### config.mk
export PLATFORM = sky130hd
export DESIGN_NAME = ahp_host
export DESIGN_NICKNAME = d
export VERILOG_FILES = /design/src/ahp_pkg.sv /design/src/ahp_host.sv
export VERILOG_INCLUDE_DIRS = /design/src
export SDC_FILE = /design/constraint.sdc
export NUM_CORES = 1
export LEC_CHECK = 0
export BUFFER_PORTS_ARGS = -buffer_cell sky130_fd_sc_hd__clkbuf_2
export CAP_MARGIN = 0
export CORE_MARGIN = 2
export CORE_UTILIZATION = 55
export CTS_CLUSTER_DIAMETER = 40
export DETAILED_ROUTE_END_ITERATION = 10
export PLACE_DENSITY = 0.72
export SLEW_MARGIN = 15
export SYNTH_ARGS = -nofsm -noshare
export SYNTH_HDL_FRONTEND = slang
export SYNTH_SLANG_ARGS = --single-unit
### constraint.sdc
create_clock -name SYS_CLK -period 5.9 [get_ports SYS_CLK]
set_input_delay 0.59 -clock SYS_CLK [delete_from_list [all_inputs] [get_ports SYS_CLK]]
set_output_delay 0.59 -clock SYS_CLK [all_outputs]
set_load 0.02 [all_outputs]
### src/ahp_consts.svh
`ifndef AHP_CONSTS_SVH
`define AHP_CONSTS_SVH

// host clock period
`define AHP_CLK_NS        50
// converter pin timing, figures in ns
`define AHP_WR_LOW_NS     600
`define AHP_RD_WAIT_NS    800
`define AHP_ACC_NS        400
`define AHP_ACQ_NS        450
`define AHP_WAKE_NS       900
`define AHP_SWITCH_ON_NS  100
// least times, rounded up to whole cycles
`define AHP_CYC(ns)       (((ns) + `AHP_CLK_NS - 1) / `AHP_CLK_NS)
`define AHP_WR_LOW_CYC    `AHP_CYC(`AHP_WR_LOW_NS)
`define AHP_RD_WAIT_CYC   `AHP_CYC(`AHP_RD_WAIT_NS)
`define AHP_ACC_CYC       `AHP_CYC(`AHP_ACC_NS)
`define AHP_ACQ_CYC       `AHP_CYC(`AHP_ACQ_NS)
`define AHP_WAKE_CYC      `AHP_CYC(`AHP_WAKE_NS + `AHP_SWITCH_ON_NS)
// operating ways
`define AHP_OP_INTERNAL   2'h0
`define AHP_OP_EARLY      2'h1
`define AHP_OP_STANDALONE 2'h2
// widths
`define AHP_DATA_W        8
`define AHP_FIFO_DEPTH    16
`define AHP_CNT_W         8

`endif

### src/ahp_pkg.sv
`include "ahp_consts.svh"

package ahp_pkg;

  // controller states, one-hot
  typedef enum logic [7:0] {
    ST_IDLE  = 8'h01,
    ST_WRLO  = 8'h02,
    ST_WINT  = 8'h04,
    ST_GAP   = 8'h08,
    ST_RDLO  = 8'h10,
    ST_ACQ   = 8'h20,
    ST_SLEEP = 8'h40,
    ST_WAKE  = 8'h80
  } ahp_state_t;

  // pins driven toward the converter
  typedef struct packed {
    logic cs_n;
    logic wr_n;
    logic rd_n;
    logic sleep_n;
    logic vref_on;
  } ahp_pins_t;

  // whole controller state
  typedef struct packed {
    ahp_state_t                 state;
    logic [`AHP_CNT_W-1:0]      cnt;
    logic [1:0]                 op;
    logic                       have_prev;
    logic                       push;
    logic [`AHP_DATA_W-1:0]     data;
    ahp_pins_t                  pins;
  } ahp_regs_t;

endpackage
### src/ahp_host.sv
`timescale 1ns/10ps
`include "ahp_consts.svh"

module ahp_fifo #(
  parameter int W     = 8,
  parameter int DEPTH = 16
) (
  // clocking
  input  wire logic         clk,
  input  wire logic         rst,
  input  wire logic         ce,
  // fill side
  input  wire logic         in_valid,
  output logic              in_ready,
  input  wire logic [W-1:0] in_data,
  // drain side
  output logic              out_valid,
  input  wire logic         out_ready,
  output logic [W-1:0]      out_data
);
  localparam int AW = $clog2(DEPTH);

  typedef struct packed {
    logic [DEPTH-1:0][W-1:0] mem;
    logic [AW:0]             wp;
    logic [AW:0]             rp;
  } ahp_fifo_t;

  ahp_fifo_t s;
  ahp_fifo_t next_s;
  logic      full;
  logic      empty;

  // extra pointer bit tells full from empty
  assign empty     = (s.wp == s.rp);
  assign full      = (s.wp[AW] != s.rp[AW]) && (s.wp[AW-1:0] == s.rp[AW-1:0]);
  assign in_ready  = !full;
  assign out_valid = !empty;
  assign out_data  = s.mem[s.rp[AW-1:0]];

  // pointer and storage update
  always_comb begin
    next_s = s;
    if (in_valid && !full) begin
      next_s.mem[s.wp[AW-1:0]] = in_data;
      next_s.wp                = s.wp + 1'b1;
    end
    if (out_ready && !empty) begin
      next_s.rp = s.rp + 1'b1;
    end
  end

  always_ff @(posedge clk or posedge rst) begin
    if (rst) begin
      s <= '0;
    end else if (ce) begin
      s <= next_s;
    end
  end
endmodule

module ahp_host (
  // clock, reset, enable
  input  wire logic                   SYS_CLK,
  input  wire logic                   RST,
  input  wire logic                   CE,
  // user command side
  input  wire logic                   START,
  input  wire logic [1:0]             OPMODE,
  input  wire logic                   SLEEP,
  output logic                        BUSY,
  // results toward the user
  output logic                        OUT_VALID,
  input  wire logic                   OUT_READY,
  output logic [`AHP_DATA_W-1:0]      OUT_DATA,
  // converter pins
  output logic                        MODE,
  output logic                        CS_N,
  output logic                        WR_N,
  output logic                        RD_N,
  output logic                        SLEEP_N,
  output logic                        VREF_ON,
  input  wire logic                   INT_N,
  input  wire logic [`AHP_DATA_W-1:0] RESULT_BUS
);
  ahp_pkg::ahp_regs_t s;
  ahp_pkg::ahp_regs_t next_s;
  logic               fifo_ready;

  // the result keeps the bus order, top line is the msb
  ahp_fifo #(
    .W     (`AHP_DATA_W),
    .DEPTH (`AHP_FIFO_DEPTH)
  ) u_fifo (
    .clk       (SYS_CLK),
    .rst       (RST),
    .ce        (CE),
    .in_valid  (s.push),
    .in_ready  (fifo_ready),
    .in_data   (s.data),
    .out_valid (OUT_VALID),
    .out_ready (OUT_READY),
    .out_data  (OUT_DATA)
  );

  // pin drive straight from the state flops, mode tied high
  assign MODE    = 1'b1;
  assign CS_N    = s.pins.cs_n;
  assign WR_N    = s.pins.wr_n;
  assign RD_N    = s.pins.rd_n;
  assign SLEEP_N = s.pins.sleep_n;
  assign VREF_ON = s.pins.vref_on;
  assign BUSY    = (s.state != ahp_pkg::ST_IDLE);

  // sequencer; fifo room is checked at start so no result drops on a full fifo
  always_comb begin
    next_s      = s;
    next_s.push = 1'b0;
    if (s.cnt != '0) begin
      next_s.cnt = s.cnt - 1'b1;
    end
    unique case (s.state)
      ahp_pkg::ST_IDLE: begin
        // stand-alone keeps select and read tied low
        next_s.pins.cs_n = (OPMODE != `AHP_OP_STANDALONE);
        next_s.pins.rd_n = (OPMODE != `AHP_OP_STANDALONE);
        if (OPMODE != `AHP_OP_STANDALONE) begin
          next_s.have_prev = 1'b0;
        end
        if (SLEEP) begin
          next_s.pins      = '{cs_n: 1'b1, wr_n: 1'b1, rd_n: 1'b1,
                               sleep_n: 1'b0, vref_on: 1'b0};
          next_s.have_prev = 1'b0;
          next_s.state     = ahp_pkg::ST_SLEEP;
        end else if (START && fifo_ready) begin
          next_s.op        = OPMODE;
          next_s.pins.cs_n = 1'b0;
          next_s.pins.wr_n = 1'b0;
          next_s.cnt       = `AHP_CNT_W'(`AHP_WR_LOW_CYC - 1);
          next_s.state     = ahp_pkg::ST_WRLO;
          // previous result taken on the falling edge of the next pulse
          if (OPMODE == `AHP_OP_STANDALONE && s.have_prev) begin
            next_s.push = 1'b1;
            next_s.data = RESULT_BUS;
          end
        end
      end
      ahp_pkg::ST_WRLO: begin
        if (s.cnt == '0) begin
          next_s.pins.wr_n = 1'b1;
          if (s.op == `AHP_OP_EARLY) begin
            next_s.cnt   = `AHP_CNT_W'(`AHP_RD_WAIT_CYC - 1);
            next_s.state = ahp_pkg::ST_GAP;
          end else begin
            next_s.state = ahp_pkg::ST_WINT;
          end
        end
      end
      ahp_pkg::ST_WINT: begin
        // no timeout: a silent converter holds the host here
        if (!INT_N) begin
          if (s.op == `AHP_OP_STANDALONE) begin
            next_s.have_prev = 1'b1;
            next_s.cnt       = `AHP_CNT_W'(`AHP_ACQ_CYC - 1);
            next_s.state     = ahp_pkg::ST_ACQ;
          end else begin
            next_s.pins.rd_n = 1'b0;
            next_s.cnt       = `AHP_CNT_W'(`AHP_ACC_CYC - 1);
            next_s.state     = ahp_pkg::ST_RDLO;
          end
        end
      end
      ahp_pkg::ST_GAP: begin
        if (s.cnt == '0) begin
          next_s.pins.rd_n = 1'b0;
          next_s.cnt       = `AHP_CNT_W'(`AHP_ACC_CYC - 1);
          next_s.state     = ahp_pkg::ST_RDLO;
        end
      end
      ahp_pkg::ST_RDLO: begin
        // sample at the end of access time, bus is still driven
        if (s.cnt == '0) begin
          next_s.push      = 1'b1;
          next_s.data      = RESULT_BUS;
          next_s.pins.rd_n = 1'b1;
          next_s.pins.cs_n = 1'b1;
          next_s.cnt       = `AHP_CNT_W'(`AHP_ACQ_CYC - 1);
          next_s.state     = ahp_pkg::ST_ACQ;
        end
      end
      ahp_pkg::ST_ACQ: begin
        // counted from the end of the read, or from the flag in stand-alone: conservative for tracking
        if (s.cnt == '0) begin
          next_s.state = ahp_pkg::ST_IDLE;
        end
      end
      ahp_pkg::ST_SLEEP: begin
        if (!SLEEP) begin
          next_s.pins.sleep_n = 1'b1;
          next_s.pins.vref_on = 1'b1;
          next_s.cnt          = `AHP_CNT_W'(`AHP_WAKE_CYC - 1);
          next_s.state        = ahp_pkg::ST_WAKE;
        end
      end
      ahp_pkg::ST_WAKE: begin
        if (s.cnt == '0) begin
          next_s.state = ahp_pkg::ST_IDLE;
        end
      end
      default: begin
        next_s.state = ahp_pkg::ST_IDLE;
      end
    endcase
  end

  // all state frozen while the enable is low
  always_ff @(posedge SYS_CLK or posedge RST) begin
    if (RST) begin
      s       <= '0;
      s.state <= ahp_pkg::ST_IDLE;
      s.pins  <= '{cs_n: 1'b1, wr_n: 1'b1, rd_n: 1'b1, sleep_n: 1'b1, vref_on: 1'b1};
    end else if (CE) begin
      s <= next_s;
    end
  end
endmodule

Yosys cells after proc, flatten, opt, wreduce, memory -nomap -nowiden. Index checks and enable logic that the tools add are counted.

Register bits after elaboration: 171. Logic and storage cells: 132. Input bits: 17. Output and inout port bits: 16.

Bitwise gates (word level): 1. $lt $le $gt $ge: 3. $add $sub $neg: 3. Muxes and demuxes: 40. Eq/ne operators: 30. Reductions and logical operators: 26.

Operators by type and width (number): 128-bit bitwise mux (1); 16-bit two-way mux (5); 8-bit case mux with 7 select lines (1); 8-bit two-way mux (6); 8-bit case mux with 6 select lines (1); 8-bit binary-select mux with 4-bit select (1); 8-bit demux with 4-bit select (1); 2-bit inequality test, second input constant (12); 10-bit two-way mux (2); 10-bit case mux with 2 select lines (1); 18-bit two-way mux (1); 9-bit two-way mux (2); 14-bit two-way mux (1); 4-bit AND reduction (3); 6-bit AND reduction (2); 11-bit two-way mux (1); 5-bit by 1-bit adder with 5-bit output, second input constant (2); 4-bit by 5-bit less-than comparator with 1-bit output, second input constant (2); 8-bit by 1-bit equality test with 1-bit output, second input constant (1); 8-bit by 2-bit equality test with 1-bit output, second input constant (1); 8-bit by 3-bit equality test with 1-bit output, second input constant (1); 8-bit by 4-bit equality test with 1-bit output, second input constant (1); 8-bit by 5-bit equality test with 1-bit output, second input constant (1); 8-bit by 6-bit equality test with 1-bit output, second input constant (1); 31 further kinds (52).

Logic depth before layout (Yosys ltp).
Depth after elaboration: 7. Mapped depth: 12. Depth with buffers taken out: 11.

Cells and area by module. A second synthesis with hierarchy kept.

Cells, all modules: 685. Area, all modules: 8772.2 um2.

By module, submodules not included: ahp_fifo (times used 1, area each 6641.4 um2, cells each 453, sequential area each 3453.3 um2); ahp_host (times used 1, area each 2130.8 um2, cells each 232, sequential area each 807.0 um2).

Worst setup path after synthesis. No wires, ideal clock.

Path kind: register to register. Start point: register s[17] in the netlist's numbering. End point: register s[17] in the netlist's numbering. Clock period less this slack: 2.841 ns. Setup slack: 3.059 ns. Data arrival time: 2.715 ns. Library setup time: 0.126 ns. Path buffers: 1. Stages on the path, launching flop included: 13. Cells stage by stage: dfrtp_1 > inv_1 > ha_1 > or4b_2 > nor2_1 > inv_1 > clkbuf_1 > ha_1 > a21oi_1 > a22o_1 > nand3_1 > o211ai_1 > o32a_1.

Cells in the longest elaborated chain, start to end: 5.

RTL lines: start: declaration (RTL line ahp_host.sv:86) `ahp_pkg::ahp_regs_t s;`; start signal: assignment (RTL line ahp_host.sv:223) `s <= next_s;`; 8-bit by 1-bit subtractor with 8-bit output or 8-bit nonzero test (tied branches) (RTL line ahp_host.sv:120, ahp_host.sv:119); 8-bit two-way mux (RTL line ahp_host.sv:119) `if (s.cnt != '0) begin`; 8-bit two-way mux or 18-bit two-way mux (tied branches) (RTL line ahp_host.sv:151, ahp_host.sv:135); 16-bit two-way mux or 10-bit two-way mux (tied branches) (RTL line ahp_host.sv:149, ahp_host.sv:130); 8-bit case mux with 6 select lines * (RTL line ahp_host.sv:122) `unique case (s.state)`.

Every way passes the cells marked *; elsewhere a longest branch is shown, timed or not. The select of a mux whose other input is x is not followed. A chain may end at the register's enable or synchronous reset.

Worst setup path in the final report. Same ends and word-level chain as after synthesis.

==> flow_metrics.env <==
export IMPL_cts_tree="yes"
export IMPL_syn_cell_area_mm2=0.00849
export IMPL_antenna_left=0
export IMPL_multi_input_area_mm2=0.00401
export IMPL_leakagePower_nw=4.43
export IMPL_cp_slowest_cell="nor2_1"
export IMPL_grt_max_degree=116
export IMPL_dieArea_mm2=0.0164
export IMPL_die_y_um=128
export IMPL_synthCells=627
export IMPL_firstDrtPassIters=6
export IMPL_gp_congestion=0.883
export IMPL_cts_sinks=170
export IMPL_layout_min_cycle_time_ns=3.92
export IMPL_critPathMaxFanout=13
export IMPL_yosys_cell_types_count=63
export IMPL_rows=45
export IMPL_drv_slew=0
export IMPL_ios=33
export IMPL_root_buffer="clkbuf_16"
export IMPL_status="completed"
export IMPL_critPathKind="reg -> reg"
export IMPL_power_w=0.00353
export IMPL_layout_common_cells="dfrtp_1 (164), mux2_2 (131), mux4_2 (40)"
export IMPL_synth_ff_type="dfrtp_1"
export IMPL_r2r_slack_ns=1.98
export IMPL_wl_per_cell_um=22.7
export IMPL_dieWidth_um=128
export IMPL_core_mm2=0.0151
export IMPL_cts_resized=0
export IMPL_period_share_pct=66.4
export IMPL_area_growth_pct=10.2
export IMPL_nets=665
export IMPL_hold_viol=0
export IMPL_worstMarginPinSlew_ns=1.16
export IMPL_synth_warning_count=0
export IMPL_rsz0062_at_grt="false"
export IMPL_synth_edff_count=0
export IMPL_hold_class="in -> async"
export IMPL_synthArstFlopShare_pct=100
export IMPL_max_clock_freq_mhz=255
export IMPL_postCtsHoldBufs=0
export IMPL_n_antenna_cell=0
export IMPL_fillers=1162
export IMPL_grt_pass1_vias=5734
export IMPL_h_tree_depth=4
export IMPL_grt_use_total_pct=25.6
export IMPL_final_util_pct=61.8
export IMPL_setup_viol=0
export IMPL_synth_nets=652
export IMPL_grt_overflow=0
export IMPL_port_buffers=31
export IMPL_max_cap_viol_count=0
export IMPL_seqCellArea_mm2=0.00426
export IMPL_clk_latency_ns=0.43
export IMPL_place_hpwl_mm=12.8
export IMPL_cp_cell_sequence="inv_1, ha_1, or4b_2, nor2_1, inv_1, ha_1, a21oi_1, a22o_1, nand3_1, o211ai_1, o32a_1"
export IMPL_power_density_mw_per_mm2=377
export IMPL_post_cts_buffers=0
export IMPL_antenna_found_initial=0
export IMPL_vdd_drop_max_v=0.000216
export IMPL_clkTransAtPathRegs_ns=0.07
export IMPL_drive_gt1_share_pct=41.3
export IMPL_initial_core_util_pct=56.0
export IMPL_ys_ff_latch=170
export IMPL_finalSetupTns_ns=0
export IMPL_finalInstanceArea_mm2=0.00935
export IMPL_finClkSkew_ns=0.0121
export IMPL_crit_required_ns=6.20
export IMPL_final_common_cell="dfrtp_1"
export IMPL_avgSynthCellArea_um2=13.5
export IMPL_slew_headroom_pct=21.3
export IMPL_via_per_inst=6.32
export IMPL_num_vias=5315
export IMPL_ys_seq_area_share_pct=50.2
export IMPL_end_kind="flop"
export IMPL_cp_data_arrival_time_ns=4.22
export IMPL_cp_slowest_stage_delay_ns=0.69
export IMPL_drtIter0Drc=350
export IMPL_grt_pass1_wl_mm=31.5
export IMPL_drc_errors=0
export IMPL_dpl_cell_area_mm2=0.00874
export IMPL_cts_buffers=17
export IMPL_cts_buffer_depth=2
export IMPL_crit_path_start_kind="flop"
export IMPL_finalWirelength_mm=19.1
==> worst max-delay path, delay by kind of cell (launching register included) <==
family	cells	cell delay, ns
and+or+nand+nor	3	1.40
adders and majority gates	2	0.69
AOI/OAI and AO/OA	4	0.69
buffers and inverters	2	0.59
DFF	1	0.43
==> Yosys cell counts (5+ instances only) <==
cell / n / area share (%)
nand2_1: 20 / 0.88
nor4b_1: 5 / 0.52
clkbuf_1: 29 / 1.3
nor3_1: 14 / 0.83
nand3_1: 21 / 1.2
inv_1: 10 / 0.44
mux2_4: 13 / 2.3
o21ai_0: 10 / 0.59
xnor2_1: 10 / 1.0
nor2b_1: 6 / 0.44
xor2_1: 8 / 0.83
buf_1: 7 / 0.31
a21oi_1: 21 / 1.2
nand4_1: 9 / 0.66
nand2b_1: 5 / 0.37
mux4_2: 40 / 11
ha_1: 8 / 1.2
dfstp_2: 5 / 1.5
dfrtp_1: 165 / 49
nor2_1: 26 / 1.1
mux2_2: 131 / 17
==> stage by stage <==
| stage | worst slack [ns] | cells | hold slack (ns) |
|---|---|---|---|
| after floorplan | 0.715 | 627 | 0.450 |
| after global placement | 2.24 | 809 | 0.463 |
| after detailed placement | 2.01 | 809 | 0.477 |
| after CTS | 2.04 | 841 | 0.369 |
| after global routing | 1.78 | 841 | 0.375 |
| final | 1.98 | 841 | 0.342 |
==> registers in the layout, summed over array words and instances, names as in the netlist <==
register / cells
u_fifo.s: 138
s: 28
CS_N: 1
RD_N: 1
SLEEP_N: 1
WR_N: 1
==> worst paths after layout <==
kind	start	end	depth (start not counted)
min in group SYS_CLK	RESULT_BUS[2]	s[7]	2
worst max register to register	s[17]	s[17]	11
max in group asynchronous	RST	u_fifo.s[89]	3
worst max-delay path	s[17]	s[17]	11
worst min-delay path	RST	s[23]	2
worst min register to register	s[13]	s[13]	1
==> layout make-up <==
type	count	share of cell area [%]
Sequential cell	170	45.6
Clock inverter	15	1.97
Multi-Input combinational cell	405	42.9
Clock buffer	17	4.55
Timing Repair Buffer	35	1.98
Inverter	11	0.522
Tap cell	188	2.52
==> report_power, final <==
group / switching [W] / leakage (nW) / internal, W / total [W]
registers: 0.000201 / 2.32 / 0.00126 / 0.00146
clock network: 0.000499 / 0.286 / 0.000641 / 0.00114
logic: 0.000527 / 1.83 / 0.000401 / 0.000929
==> layer usage <==
metal,up-vias,wire length (um),share of wire (%),GRT usage (%)
met1,2791,7980,42,32.5
met4,0,467,2.4,9.70
met2,119,9980,52,43.5
li1,2368,-,-,-
met3,37,676,3.5,5.30
met5,-,0,0,0
==> logic make-up after synthesis <==
kind of cell	count (synthesis)	synth area share, %
buffers and inverters	52	2.54
AND/OR/NAND/NOR	127	8.27
adder cells (fa/ha/maj)	8	1.18
flip-flops	170	50.2
XOR/XNOR	18	1.86
other	1	0.0442
multiplexers	188	30.8
AO/OA/AOI/OAI	63	5.16
Power figures use the tool's default switching activity.
